$ cat src/pbc_cfg.svh
/*
  constants of the loop bandwidth/programming control block: register byte
  offsets, field positions, reset values and timing counts.
  assumes inclusion by bare name from the package and design files.
*/
`ifndef PBC_CFG_SVH
`define PBC_CFG_SVH

`define PBC_OFS_CONTROL 8'h00
`define PBC_OFS_BANDWIDTH 8'h04
`define PBC_OFS_PROGRAMMING 8'h08
`define PBC_OFS_SYSTEM 8'h0c

// control register bit positions
`define PBC_CTL_IRQ_EN 7
`define PBC_CTL_FLAG 6
`define PBC_CTL_PWR_ON 5
`define PBC_CTL_BCS 4
// bandwidth register bit positions
`define PBC_BW_AUTO 7
`define PBC_BW_LOCK 6
`define PBC_BW_TRACK 5
`define PBC_BW_XLOSS 4
// programming register: multiplier in [7:4], vco range in [3:0]
`define PBC_PG_MUL_HI 7
`define PBC_PG_MUL_LO 4
`define PBC_PG_VRS_HI 3
`define PBC_PG_VRS_LO 0
// system register bit positions
`define PBC_SYS_BREAK_FLAG_CLEAR_ENABLE 0

`define PBC_RST_MUL 4'h6
`define PBC_RST_VRS 4'h6
`define PBC_CTL_UNUSED 4'hf

// crystal loss window: vco cycles per multiplier unit
`define PBC_XLD_CYC_PER_N 4
`define PBC_XLD_CNT_W 6

`endif

$ cat src/pbc_pkg.sv
/*
  types of the loop bandwidth/programming control block.
  assumes pbc_cfg.svh alongside.
*/
`include "pbc_cfg.svh"

package pbc_pkg;

  typedef struct packed {
    logic psel;
    logic penable;
    logic pwrite;
    logic [7:0] paddr;
    logic [31:0] pwdata;
  } pbc_apb_req_t;

  typedef struct packed {
    logic [31:0] prdata;
    logic pready;
    logic pslverr;
  } pbc_apb_rsp_t;

  typedef enum logic [2:0] {
    XLD_IDLE = 3'b001,
    XLD_WAIT = 3'b010,
    XLD_DONE = 3'b100
  } pbc_xld_state_t;

  typedef struct packed {
    logic active;
    logic clear;
    logic lost;
  } pbc_xld_io_t;

endpackage

$ cat src/pbc_edge_det.sv
/*
  edge detector for the sampled lock indicator; flags any change.
  assumes its input is already synchronous to clk_in.
*/
`timescale 1ns/1ps
`include "pbc_cfg.svh"

module pbc_edge_det (
  // clock and reset
  input wire logic clk_in,
  input wire logic srst_in,
  // level and change pulse
  input wire logic level_in,
  output logic change_out
);

  typedef struct packed {
    logic prev;
    logic chg;
  } pbc_edge_st_t;

  pbc_edge_st_t st_r;
  pbc_edge_st_t st_nxt;

  always_comb begin
    st_nxt = st_r;
    st_nxt.prev = level_in;
    st_nxt.chg = level_in ^ st_r.prev;
    if (srst_in) begin
      st_nxt = '0;
    end
  end

  always_ff @(posedge clk_in) begin
    st_r <= st_nxt;
  end

  assign change_out = st_r.chg;

endmodule

$ cat src/pbc_xtal_loss.sv
/*
  crystal loss detector: after a start, counts multiplier x 4 vco cycles and
  reports loss unless a crystal edge is seen in that window.
  assumes vco and crystal activity arrive as enable pulses on clk_in.
*/
`timescale 1ns/1ps
`include "pbc_cfg.svh"

module pbc_xtal_loss (
  // clock and reset
  input wire logic clk_in,
  input wire logic srst_in,
  // control
  input wire logic start_in,
  input wire logic enable_in,
  input wire logic [3:0] mult_in,
  // activity pulses
  input wire logic vco_tick_in,
  input wire logic xtal_edge_in,
  // result
  output logic lost_out
);

  typedef struct packed {
    pbc_pkg::pbc_xld_state_t st;
    logic [`PBC_XLD_CNT_W-1:0] cnt;
    logic seen;
    logic lost;
  } pbc_xld_st_t;

  pbc_xld_st_t s_r;
  pbc_xld_st_t s_nxt;
  logic [`PBC_XLD_CNT_W-1:0] window;

  // zero multiplier behaves as one
  always_comb begin
    window = {(mult_in == 4'h0 ? 4'h1 : mult_in), 2'b00};
  end

  always_comb begin
    s_nxt = s_r;
    case (s_r.st)
      pbc_pkg::XLD_IDLE: begin
        if (start_in && enable_in) begin
          s_nxt.st = pbc_pkg::XLD_WAIT;
          s_nxt.cnt = '0;
          s_nxt.seen = 1'b0;
          s_nxt.lost = 1'b1;
        end
      end
      pbc_pkg::XLD_WAIT: begin
        if (xtal_edge_in) begin
          s_nxt.seen = 1'b1;
        end
        if (vco_tick_in) begin
          s_nxt.cnt = s_r.cnt + `PBC_XLD_CNT_W'h1;
          if (s_r.cnt + `PBC_XLD_CNT_W'h1 >= window) begin
            s_nxt.st = pbc_pkg::XLD_DONE;
            s_nxt.lost = ~(s_r.seen | xtal_edge_in);
          end
        end
      end
      pbc_pkg::XLD_DONE: begin
        s_nxt.st = pbc_pkg::XLD_IDLE;
      end
      default: begin
        s_nxt.st = pbc_pkg::XLD_IDLE;
      end
    endcase
    // detector only runs while vco drives the base clock
    if (!enable_in) begin
      s_nxt.st = pbc_pkg::XLD_IDLE;
      s_nxt.lost = 1'b0;
    end
    if (srst_in) begin
      s_nxt = '{st: pbc_pkg::XLD_IDLE, cnt: '0, seen: 1'b0, lost: 1'b0};
    end
  end

  always_ff @(posedge clk_in) begin
    s_r <= s_nxt;
  end

  assign lost_out = s_r.lost;

endmodule

$ cat src/pbc_ctrl.sv
/*
  control and status logic of the clock generator loop: control, bandwidth,
  programming and break registers over apb, lock-change flag and irq, stop
  behaviour and the base clock divide-by-two.
  assumes analog loop supplies lock/acq levels and vco/crystal enable pulses
  on clk_in; stop and break come from the system integration logic.

//Summary of operation
//- auto mode makes track bit read-only status
//- hidden store keeps manual track value
//- reset clears track bit: acquisition
//- write 1 to loss bit, wait Nx4
//- loss detect only with vco selected
//- multiplier 1..15, zero acts as one
//- multiplier resets to six
//- multiplier locked while loop powered
//- vco range locked while loop powered
//- range zero disables loop, blocks select
//- vco range resets to six
//- lock change sets flag; enable gates irq
//- manual mode: no irq, flag reads 0
//- vco selectable while unlocked
//- wait mode keeps generator running
//- stop forces clocks and irq low
//- stop clears vco select bit
//- break with clear-enable keeps clears
//- break without clear-enable protects flag
//- control read clears flag outside break
//- select needs power; power kept while selected
//- manual mode: lock reads 0
*/
// Local design decisions: the register offsets and the APB slave port.
`timescale 1ns/1ps
`include "pbc_cfg.svh"

module pbc_ctrl (
  // clock and reset
  input wire logic clk_in,
  input wire logic srst_in,
  // apb slave
  input wire pbc_pkg::pbc_apb_req_t apb_req_in,
  output pbc_pkg::pbc_apb_rsp_t apb_rsp_out,
  // analog loop status
  input wire logic loop_lock_in,
  input wire logic loop_tracking_in,
  input wire logic vco_tick_in,
  input wire logic xtal_tick_in,
  // system state
  input wire logic stop_in,
  input wire logic wait_in,
  input wire logic break_in,
  // loop control outputs
  output logic loop_enable_out,
  output logic loop_track_out,
  output logic [3:0] feedback_multiplier_out,
  output logic [3:0] vco_range_field_out,
  output logic crystal_clock_out,
  output logic base_clock_out,
  output logic loop_irq_line_out
);

  typedef struct packed {
    logic loop_irq_enable;
    logic loop_change_flag;
    logic loop_power_on;
    logic base_clock_vco_select;
    logic auto_bw;
    logic track_manual;
    logic track_hidden;
    logic [3:0] feedback_multiplier;
    logic [3:0] vco_range_field;
    logic break_flag_clear_enable;
    logic [31:0] prdata;
    logic pready;
    logic irq;
    logic xclk;
    logic bclk;
    logic en;
    logic trk;
  } pbc_state_t;

  pbc_state_t s_r;
  pbc_state_t s_nxt;
  logic lock_chg;
  logic xld_lost;
  logic xld_start;

  function automatic logic hit(input logic [7:0] a, input logic [7:0] ofs);
    hit = (a == ofs);
  endfunction

  // setup phase only: one access, answer in the following access cycle
  logic setup_ph;
  logic wr_ph;
  logic [7:0] wd;
  logic lock_vis;
  logic range_zero;
  assign setup_ph = apb_req_in.psel && !apb_req_in.penable;
  assign wr_ph = setup_ph && apb_req_in.pwrite;
  assign wd = apb_req_in.pwdata[7:0];
  assign lock_vis = s_r.auto_bw & loop_lock_in;
  assign range_zero = (s_r.vco_range_field == 4'h0);
  assign xld_start = wr_ph && hit(apb_req_in.paddr, `PBC_OFS_BANDWIDTH) && wd[`PBC_BW_XLOSS];

  pbc_edge_det u_lock_edge (
    .clk_in(clk_in),
    .srst_in(srst_in),
    .level_in(lock_vis),
    .change_out(lock_chg)
  );

  pbc_xtal_loss u_xld (
    .clk_in(clk_in),
    .srst_in(srst_in),
    .start_in(xld_start),
    .enable_in(s_r.base_clock_vco_select),
    .mult_in(s_r.feedback_multiplier),
    .vco_tick_in(vco_tick_in),
    .xtal_edge_in(xtal_tick_in),
    .lost_out(xld_lost)
  );

  always_comb begin
    logic [7:0] rd;
    logic flag_clr_ok;
    logic sel_clk;
    rd = 8'h00;
    sel_clk = 1'b0;
    s_nxt = s_r;
    s_nxt.pready = 1'b0;
    flag_clr_ok = !break_in || s_r.break_flag_clear_enable;
    // lock change sets the flag; set wins over a read clear below
    if (setup_ph && !apb_req_in.pwrite && hit(apb_req_in.paddr, `PBC_OFS_CONTROL) && flag_clr_ok) begin
      s_nxt.loop_change_flag = 1'b0;
    end
    if (setup_ph) begin
      s_nxt.pready = 1'b1;
      case (apb_req_in.paddr)
        `PBC_OFS_CONTROL: begin
          rd = {s_r.loop_irq_enable & s_r.auto_bw, s_r.loop_change_flag & s_r.auto_bw,
                s_r.loop_power_on, s_r.base_clock_vco_select, `PBC_CTL_UNUSED};
          if (apb_req_in.pwrite) begin
            if (s_r.auto_bw) begin
              s_nxt.loop_irq_enable = wd[`PBC_CTL_IRQ_EN];
            end
            // power cannot drop while selected; select needs power and nonzero range
            s_nxt.loop_power_on = wd[`PBC_CTL_PWR_ON] | s_r.base_clock_vco_select;
            s_nxt.base_clock_vco_select = wd[`PBC_CTL_BCS] & s_r.loop_power_on & ~range_zero;
          end
        end
        `PBC_OFS_BANDWIDTH: begin
          rd = {s_r.auto_bw, lock_vis,
                s_r.auto_bw ? loop_tracking_in : s_r.track_manual,
                xld_lost & s_r.base_clock_vco_select, 4'h0};
          if (apb_req_in.pwrite) begin
            s_nxt.auto_bw = wd[`PBC_BW_AUTO];
            if (!s_r.auto_bw) begin
              s_nxt.track_manual = wd[`PBC_BW_TRACK];
              s_nxt.track_hidden = wd[`PBC_BW_TRACK];
            end
            if (s_r.auto_bw && !wd[`PBC_BW_AUTO]) begin
              s_nxt.track_manual = s_r.track_hidden;
            end
          end
        end
        `PBC_OFS_PROGRAMMING: begin
          rd = {s_r.feedback_multiplier, s_r.vco_range_field};
          if (apb_req_in.pwrite && !s_r.loop_power_on) begin
            s_nxt.feedback_multiplier = wd[`PBC_PG_MUL_HI:`PBC_PG_MUL_LO];
            s_nxt.vco_range_field = wd[`PBC_PG_VRS_HI:`PBC_PG_VRS_LO];
          end
        end
        `PBC_OFS_SYSTEM: begin
          rd = {7'h00, s_r.break_flag_clear_enable};
          if (apb_req_in.pwrite) begin
            s_nxt.break_flag_clear_enable = wd[`PBC_SYS_BREAK_FLAG_CLEAR_ENABLE];
          end
        end
        default: begin
          rd = 8'h00;
        end
      endcase
      s_nxt.prdata = {24'h000000, rd};
    end
    if (s_r.auto_bw && lock_chg) begin
      s_nxt.loop_change_flag = 1'b1;
    end
    if (!s_r.auto_bw) begin
      s_nxt.loop_change_flag = 1'b0;
      s_nxt.loop_irq_enable = 1'b0;
    end
    if (s_nxt.vco_range_field == 4'h0) begin
      s_nxt.base_clock_vco_select = 1'b0;
    end
    // wait mode changes nothing here: the generator keeps running
    if (stop_in) begin
      s_nxt.base_clock_vco_select = 1'b0;
    end
    // clocks: crystal clock toggles on each crystal tick, base clock on each selected tick
    sel_clk = s_r.base_clock_vco_select ? vco_tick_in : xtal_tick_in;
    s_nxt.xclk = xtal_tick_in ? ~s_r.xclk : s_r.xclk;
    s_nxt.bclk = sel_clk ? ~s_r.bclk : s_r.bclk;
    s_nxt.irq = s_r.auto_bw & s_r.loop_irq_enable & s_r.loop_change_flag;
    s_nxt.en = s_r.loop_power_on & ~range_zero;
    s_nxt.trk = s_r.auto_bw ? loop_tracking_in : s_r.track_manual;
    if (stop_in) begin
      s_nxt.xclk = 1'b0;
      s_nxt.bclk = 1'b0;
      s_nxt.irq = 1'b0;
      s_nxt.en = 1'b0;
    end
    if (srst_in) begin
      s_nxt = '0;
      s_nxt.loop_power_on = 1'b1;
      s_nxt.track_manual = 1'b0;
      s_nxt.feedback_multiplier = `PBC_RST_MUL;
      s_nxt.vco_range_field = `PBC_RST_VRS;
    end
  end

  always_ff @(posedge clk_in) begin
    s_r <= s_nxt;
  end

  assign apb_rsp_out = '{prdata: s_r.prdata, pready: s_r.pready, pslverr: 1'b0};
  assign loop_enable_out = s_r.en;
  assign loop_track_out = s_r.trk;
  assign feedback_multiplier_out = s_r.feedback_multiplier;
  assign vco_range_field_out = s_r.vco_range_field;
  assign crystal_clock_out = s_r.xclk;
  assign base_clock_out = s_r.bclk;
  assign loop_irq_line_out = s_r.irq;

endmodule

$ cat config.mk
export PLATFORM = sky130hd
export DESIGN_NAME = pbc_ctrl
export DESIGN_NICKNAME = d
export VERILOG_FILES = /design/src/pbc_pkg.sv /design/src/pbc_edge_det.sv /design/src/pbc_xtal_loss.sv /design/src/pbc_ctrl.sv
export VERILOG_INCLUDE_DIRS = /design/src
export SDC_FILE = /design/constraint.sdc
export NUM_CORES = 1
export LEC_CHECK = 0
export BUFFER_PORTS_ARGS = -buffer_cell sky130_fd_sc_hd__buf_2
export CAP_MARGIN = 20
export CORE_MARGIN = 3
export CORE_UTILIZATION = 35
export CTS_CLUSTER_DIAMETER = 50
export DETAILED_ROUTE_END_ITERATION = 16
export GPL_ROUTABILITY_DRIVEN = 0
export MAX_ROUTING_LAYER = met4
export PLACE_DENSITY_LB_ADDON = 0.2
export SKIP_CTS_REPAIR_TIMING = 1
export SLEW_MARGIN = 10
export SYNTH_ARGS = -nofsm -noshare
export SYNTH_HDL_FRONTEND = slang
export SYNTH_HIERARCHICAL = 1
export SYNTH_SLANG_ARGS = --single-unit
$ cat constraint.sdc
create_clock -name clk_in -period 3 [get_ports clk_in]
set_clock_uncertainty 0.05 [all_clocks]
set_input_delay 0.45 -clock clk_in [delete_from_list [all_inputs] [get_ports clk_in]]
set_output_delay 0.45 -clock clk_in [all_outputs]
set_load 0.05 [all_outputs]
==> flow_summary.toml, run 1 <==
[run_status]
outcome = "finished clean"

[synth]
synth-main-ff-cell = "dfxtp_1"
syn_inst = 279
synth_area_mm2 = 0.00244
synth-async-reset-ratio_pct = 0
synth_edf_count = 0
ys_seq_elements = 43
synth_warnings = 6
synth.avg_cell_area_um2 = 8.74
synth.distinct_cells = 60
synth-seq-area-share_pct = 35.3

[timing]
relSlewSlack_pct = 53.8
setup_viol = 0
finalHoldViolations = 0
fmax_mhz = 401
drv_slew = 0
finalCritPeriodShare_pct = 83.1
worst_pin_slew_ns = 0.693
period_minus_slack_ns = 2.49
tns_ns = 0
rsz0062_at_grt = "false"

[worst_setup_path]
startpoint_type = "register"
reg2reg_depth = 8
startpoint = "u_xld/s_r[2]"
worstReg2RegStart = "u_xld/s_r[2]"
crit_arrival_ns = 2.64
required_ns = 3.14
crit_path_end_kind = "register"
crit_fanout = 5
path_class = "reg -> reg"

[floorplan]
num_rows = 29
initial_core_util_pct = 37.3
fp.dieH_um = 89.5
ios = 99
die_x_um = 89.5
fp.dieArea_mm2 = 0.00800
core_area_mm2 = 0.00653

[final_layout]
layout_common_cells = "48 x buf_2, 43 x dfxtp_1, 25 x conb_1, 23 x nor2_1, 21 x a21oi_1"
antennaDiodeCount = 0
final_common_cell = "buf_2"
drive_above_1_share_pct = 22.5
fillers = 689
nets = 364
area_growth_syn_to_layout_pct = 6.21
fin_cells = 384

[place]
placed_cells_incl_taps = 376
io_buffers = 48
dpl.hpwl_um = 3970

[power]
power_frac_clock_pct = 35.0
seqPwrFrac_pct = 51.9
power_switching_mw = 0.340
internal_power_mw = 0.766
combPwrFrac_pct = 13.1
switching_share_pct = 30.8
power.density_mw_per_mm2 = 427
p_leak_nw = 1.12
p_total_mw = 1.11
ir_worst_vdd_mv = 0.217

[routing]
ant_nets = 0
dr.pass1.iters = 4
wirelength_um = 5300
vias_per_cell = 4.99
via_count = 1915
routedWlPerCell_um = 13.8
drt_iter0_drc = 103
drc = 0

[cts]
cts_buffers = 5
clk_latency_ns = 0.31
cts-root-buf = "clkbuf_8"
cts_tree = "yes"
htreeDepth = 2
clkTransAtPathRegs_ns = 0.08
cts_max_path_buffers = 2
clock-sinks = 43

[grt]
track_usage_pct = 14.6
grt_first_pass_wirelength_um = 8780
grt_max_degree = 38
overflow = 0
grt_pass1_vias = 1821
antenna_found_initial = 0

[min_path]
min_from = "stop_in"
hold_class = "in -> reg"
whs_path_depth = 2

[run]
maxCapViolCount = 0
==> critical path: stages, from the launching register on <==
cell and delay (ns):
dfxtp_1 0.40, nand3_1 0.22, o21a_1 0.25, or2_2 0.30, ha_1 0.33, a21oi_1 0.14
nand2_1 0.08, o31ai_1 0.27, mux2_1 0.34
==> layer usage <==
metal | routed length, µm | up-vias | global-route usage [%]
li1 | - | 960 | -
met1 | 2450 | 889 | 18.4
met4 | 89 | 0 | 4.87
met5 | 0 | - | -
met3 | 303 | 9 | 3.13
met2 | 2450 | 57 | 23.1
==> cell usage after synthesis, types with 2 or more instances <==
master     count  area [µm²]
nand2b_1       7        43.8
a211o_1        5        43.8
mux2i_1       10         100
dfxtp_1       43         861
o31ai_1        2        15.0
nor2b_1       10        62.6
ha_1           6        75.1
nand3_1        8        40.0
a22oi_1        2        15.0
nor4bb_1       2        20.0
and2_1         2        12.5
clkbuf_1       5        18.8
xnor2_1        5        43.8
or2_2          3        18.8
nand2_1       15        56.3
nand4_1        5        31.3
nor3b_1        2        15.0
o21ai_0        8        40.0
buf_4         44         330
nand3b_1       2        15.0
nor2_1        23        86.3
o2bb2ai_1      2        17.5
inv_1          7        26.3
nor3_1         5        25.0
a21oi_1       21         105
==> power groups by stage <==
stage | Combinational, mW | Clock [mW] | Sequential [mW]
after floorplan | 0.129 | 0 | 0.595
after global placement | 0.145 | 0 | 0.588
after detailed placement | 0.145 | 0 | 0.588
after CTS | 0.145 | 0.407 | 0.574
after global routing | 0.155 | 0.432 | 0.575
final | 0.145 | 0.387 | 0.574
==> cells by family (layout without fill, tap and decap cells) <==
group                      after synthesis  count (layout)  share of synthesized area, %
AOI/OAI and AO/OA                       52              52                          13.7
buffers and inverters                   59              63                          16.2
xor gates and xnor gates                 6               6                          2.15
DFF                                     43              43                          35.3
adders and majority gates                6               6                          3.08
other                                    1              25                         0.154
muxes                                   12              12                          5.03
and+or+nand+nor                        100             100                          24.4
==> cell type report <==
type	instances	area, µm²	area share, %
Clock buffer	5	68.8	2.66
Multi-Input combinational cell	201	1270	49.1
Tap cell	77	96.3	3.72
Inverter	7	26.3	1.01
Timing Repair Buffer	48	240	9.28
Sequential cell	43	861	33.2
Clock inverter	3	25.0	0.966
==> metrics by stage <==
| stage | hold slack [ns] | cell area [µm²] | util, % | setup slack, ns |
|---|---|---|---|---|
| CTS | 0.271 | 2590 | 39.7 | 0.525 |
| floorplan | 0.382 | 2530 | - | 0.730 |
| global route | 0.282 | 2590 | 39.7 | 0.249 |
| global placement | 0.387 | 2500 | 38.2 | 0.535 |
| detailed placement | 0.392 | 2500 | 38.2 | 0.475 |
| finish | 0.280 | 2590 | 39.7 | 0.508 |
==> sequential cells by signal, indices dropped and copies added (netlist names) <==
register	cells
apb_rsp_out	9
base_clock_out	1
crystal_clock_out	1
feedback_multiplier_out	4
loop_enable_out	1
loop_irq_line_out	1
loop_track_out	1
s_r	8
u_lock_edge/change_out	1
u_lock_edge/st_r	1
u_xld/lost_out	1
u_xld/s_r	10
vco_range_field_out	4
==> path summary, 6_finish.rpt <==
check / end / slack (ns)
max: u_xld/lost_out / 0.51
min: crystal_clock_out / 0.28
max reg2reg: u_xld/lost_out / 0.51
min reg2reg: apb_rsp_out[8] / 0.40
Power figures use the tool's default switching activity.
==> run 2: changes to the inputs <==
- clock period: 3 -> 2.4 ns (I/O delays scaled with it)
==> run 2 against run 1 <==
Non-clock buffer count increased by 11. Count of clock-buffer cells in the layout unchanged. Sequential cell count unchanged. Largest power group unchanged. Utilization increased by 1.4 points. Critical path type unchanged. First-iteration DRC count decreased by 26%. Sequential power increased by 25%. Die area unchanged. Register-to-register slack got worse by 0.31 ns. Via count increased by 1.0%. Highest routed layer unchanged. Cell count increased by 2.9%.
==> flow_summary.toml, run 2 (synthesis gave the netlist of run 1 again) <==
[run_status]
outcome = "finished clean"

[worst_setup_path]
crit_chain = "nand3_2 > o21a_1 > or2_2 > ha_1 > a21oi_1 > nand2_1 > o31ai_2 > mux2_1"
crit_arrival_ns = 2.35
worst_path_max_delay_cell = "dfxtp_1"
crit_path_end_kind = "register"
startpoint_type = "register"
path_class = "reg -> reg"
crit_fanout = 3
slowest_delay_ns = 0.36
required_ns = 2.54
reg2reg_slack_ns = 0.19

[final_layout]
final_common_cell = "buf_2"
largest_reg_flops = 10
layout_common_cells = "48 x buf_2, 41 x dfxtp_1, 25 x conb_1, 23 x nor2_1, 21 x a21oi_1"
drive_above_1_share_pct = 26.4
top_register = "u_xld/s_r"
area_growth_syn_to_layout_pct = 10.1
nets = 375
antennaDiodeCount = 0
fin_cells = 395

[timing]
finalCritPeriodShare_pct = 91.9
fmax_mhz = 453
tns_ns = 0
drv_slew = 0
finalHoldViolations = 0
setup_viol = 0
period_minus_slack_ns = 2.21
setup_ws_ns = 0.193
rsz0062_at_grt = "false"

[routing]
vias_per_cell = 4.90
dr.pass1.iters = 5
ant_nets = 0
via_count = 1935
drc = 0
routedWlPerCell_um = 13.8
drt_iter0_drc = 76
wirelength_um = 5440

[run]
maxCapViolCount = 0

[power]
power_switching_mw = 0.430
ir_worst_vdd_mv = 0.193
p_leak_nw = 1.17
power_frac_clock_pct = 35.0
internal_power_mw = 0.963
combPwrFrac_pct = 13.5
switching_share_pct = 30.9
power.density_mw_per_mm2 = 519
seqPwrFrac_pct = 51.5

[cts]
clkTransAtPathRegs_ns = 0.08
htreeDepth = 2
clock-sinks = 43
cts_buffers = 5
clk_latency_ns = 0.31
cts_tree = "yes"
cts_max_path_buffers = 2
cts-root-buf = "clkbuf_8"

[floorplan]
fp.dieArea_mm2 = 0.00800
num_rows = 29
ios = 99
fp.dieH_um = 89.5
die_x_um = 89.5
core_area_mm2 = 0.00653
initial_core_util_pct = 37.3

[min_path]
hold_class = "in -> reg"

[place]
io_buffers = 48
placed_cells_incl_taps = 387
place_ws_ns = 0.0591
dpl.hpwl_um = 4170

[grt]
grt_max_degree = 33
grt_pass1_vias = 1846
antenna_found_initial = 0
grt_first_pass_wirelength_um = 8750
overflow = 0
track_usage_pct = 14.7
## run 2: cell count changes in the layout (fill, tap and decap cells not counted), sizes merged
cell	before	now
buf	48	59
clkinvlp	1	2
inv	7	8
clkinv	2	0
## run 2: final timing paths
check | to | cells after the start | startpoint
worst max-delay path | u_xld/lost_out | 8 | u_xld/s_r[2]
worst min-delay path | crystal_clock_out | 2 | stop_in
worst max register to register | u_xld/lost_out | 8 | u_xld/s_r[2]
worst min register to register | apb_rsp_out[7] | 2 | apb_rsp_out[7]
## run 2: metrics by stage
stage,area (µm²),util [%],power (mW),hold WS (ns)
after floorplan,2530,-,0.906,0.382
after global placement,2580,39.5,0.923,0.387
after detailed placement,2580,39.5,0.923,0.394
after CTS,2670,40.9,1.42,0.183
after global routing,2680,41.1,1.47,0.187
final,2680,41.1,1.39,0.194
## run 2: cell type report
| type | instances | area (µm²) |
|---|---|---|
| Clock buffer | 5 | 68.8 |
| Clock inverter | 3 | 23.8 |
| Fill cell | 684 | 3850 |
| Inverter | 7 | 26.3 |
| Multi-Input combinational cell | 201 | 1280 |
| Sequential cell | 43 | 863 |
| Tap cell | 77 | 96.3 |
| Timing Repair Buffer | 59 | 323 |
## run 2: metal layers
metal	GRT usage, %	vias up	wire length (µm)
li1	-	982	-
met1	18.4	884	2450
met2	22.7	62	2520
met3	3.41	7	376
met4	5.95	0	89
met5	-	-	0
## run 2: power by group through the flow
stage,logic [mW],registers [mW],clock network [mW]
final,0.188,0.718,0.487
after global routing,0.202,0.719,0.548
after CTS,0.189,0.718,0.513
after detailed placement,0.188,0.735,0
after global placement,0.189,0.735,0
after floorplan,0.161,0.744,0
## run 2: worst max-delay path, delay by kind of cell, from the launching register on
kind	cells	cell delay, ns
adders and majority gates	1	0.33
AOI/OAI and AO/OA	3	0.52
and+or+nand+nor	3	0.50
muxes	1	0.34
DFF	1	0.36
==> run 3: changes to the inputs <==
- CORE_UTILIZATION: 35 -> 44
- clock period: 2.4 -> 1.8 ns (I/O delays scaled with it)
==> run 3 against run 2 <==
The run now ends with setup timing left. Wire length shrank 3.7%. Count of clock-buffer cells in the layout unchanged. Critical path depth unchanged. Non-clock buffer count is 25 higher.
==> flow_summary.toml, run 3 (synthesis gave the netlist of run 1 again) <==
[routing]
wl_met2_um = 2590
wirelength_um = 5230
dr.pass1.iters = 4
met1_length_um = 2280
drc = 0
drt_iter0_drc = 79
vias_per_cell = 4.92
ant_nets = 0
via_count = 2033
top_layer = "met4"
routedWlPerCell_um = 12.7
wl_met3_um = 295

[worst_setup_path]
slowest_delay_ns = 0.38
worst_path_max_delay_cell = "dfxtp_4"
startpoint_type = "register"
crit_path_end_kind = "register"
path_delay_family = "compound AO/OA/AOI/OAI gates"
crit_chain = "nand3_4 > o21a_1 > or2_4 > ha_4 > a21oi_2 > nand2_2 > o31ai_4 > mux2_4"
path_class = "reg -> reg"
crit_arrival_ns = 2.18
required_ns = 1.93
startpoint = "u_xld/s_r[2]"
cp_num_buf_inv = 0
crit_fanout = 3
worstReg2RegStart = "u_xld/s_r[2]"

[floorplan]
die_x_um = 80.4
initial_core_util_pct = 46.6
ios = 99
core_area_mm2 = 0.00524
num_rows = 26
fp.dieH_um = 80.4
fp.dieArea_mm2 = 0.00647

[final_layout]
top_register = "u_xld/s_r"
multiInputGateArea_mm2 = 0.00137
largest_reg_flops = 10
area_growth_syn_to_layout_pct = 21.5
fillers = 497
fin_cells = 413
drive_above_1_share_pct = 35.0
nets = 400
antennaDiodeCount = 0
utilization_pct = 56.6
layout_common_cells = "48 x buf_2, 40 x dfxtp_1, 36 x buf_4, 25 x conb_1, 22 x nor2_1"
seq_area_um2 = 872
finalInstanceArea_mm2 = 0.00296
final_common_cell = "buf_2"

[power]
ir_worst_vdd_mv = 0.412
p_leak_nw = 1.29
combPwrFrac_pct = 14.3
power.density_mw_per_mm2 = 618
power_switching_mw = 0.545
internal_power_mw = 1.29
seqPwrFrac_pct = 52.0
power_frac_clock_pct = 33.8
switching_share_pct = 29.8

[grt]
track_usage_pct = 17.2
grt_first_pass_wirelength_um = 8510
grt_max_degree = 33
antenna_found_initial = 0
grt_pass1_vias = 1920
overflow = 0

[run_status]
violations = "setup timing"
outcome = "finished, violations left"

[run]
maxCapViolCount = 0

[cts]
clock-sinks = 43
cts_tree = "yes"
clk_latency_ns = 0.29
cts_buffers = 5
cts-root-buf = "clkbuf_8"
clkTransAtPathRegs_ns = 0.09
htreeDepth = 2
cts_max_path_buffers = 2

[min_path]
hold_class = "in -> reg"
min_from = "stop_in"

[timing]
fmax_mhz = 487
finalHoldViolations = 0
drv_slew = 0
setup_viol = 3
period_minus_slack_ns = 2.05
setup_ws_ns = -0.253
finalCritPeriodShare_pct = 114
rsz0062_at_grt = "true"

[place]
placed_cells_incl_taps = 403
place_ws_ns = -0.267
place_area_mm2 = 0.00281
dpl.hpwl_um = 4140
io_buffers = 48
-- run 3: stage by stage --
stage / hold WS, ns / total power, mW / setup TNS (ns)
floorplan: 0.292 / 1.21 / -0.199
detailed placement: 0.393 / 1.24 / -1.65
global placement: 0.387 / 1.24 / -1.49
CTS: 0.107 / 1.86 / -0.502
global route: 0.108 / 1.93 / -0.893
finish: 0.116 / 1.83 / -0.621
-- run 3: final timing paths --
check,cells past startpoint,endpoint,slack (ns)
worst max-delay path,8,u_xld/lost_out,-0.25
worst min-delay path,2,base_clock_out,0.12
worst max register to register,8,u_xld/lost_out,-0.25
worst min register to register,2,apb_rsp_out[3],0.40
-- run 3: layout make-up --
type / instances / share of cell area (%)
Clock buffer: 5 / 2.32
Timing Repair Buffer: 84 / 17.2
Tap cell: 70 / 2.96
Sequential cell: 43 / 29.4
Clock inverter: 3 / 0.845
Inverter: 7 / 0.887
Multi-Input combinational cell: 201 / 46.3
-- run 3: worst register-to-register path: stages (launching register included) --
cell	delay [ns]
dfxtp_4	0.38
nand3_4	0.09
o21a_1	0.19
or2_4	0.24
ha_4	0.22
a21oi_2	0.13
nand2_2	0.09
o31ai_4	0.25
mux2_4	0.31
-- run 3: per-layer routing --
metal	GRT usage (%)	up-vias
li1	-	1044
met1	19.7	930
met2	30.0	51
met3	3.59	8
met4	5.57	0
met5	-	-
-- run 3: power by group through the flow --
| stage | Sequential [mW] | Combinational (mW) | Clock [mW] |
|---|---|---|---|
| after global placement | 0.976 | 0.260 | 0 |
| after detailed placement | 0.977 | 0.260 | 0 |
| after CTS | 0.954 | 0.261 | 0.649 |
| after floorplan | 0.989 | 0.218 | 0 |
| final | 0.952 | 0.261 | 0.619 |
| after global routing | 0.954 | 0.279 | 0.696 |
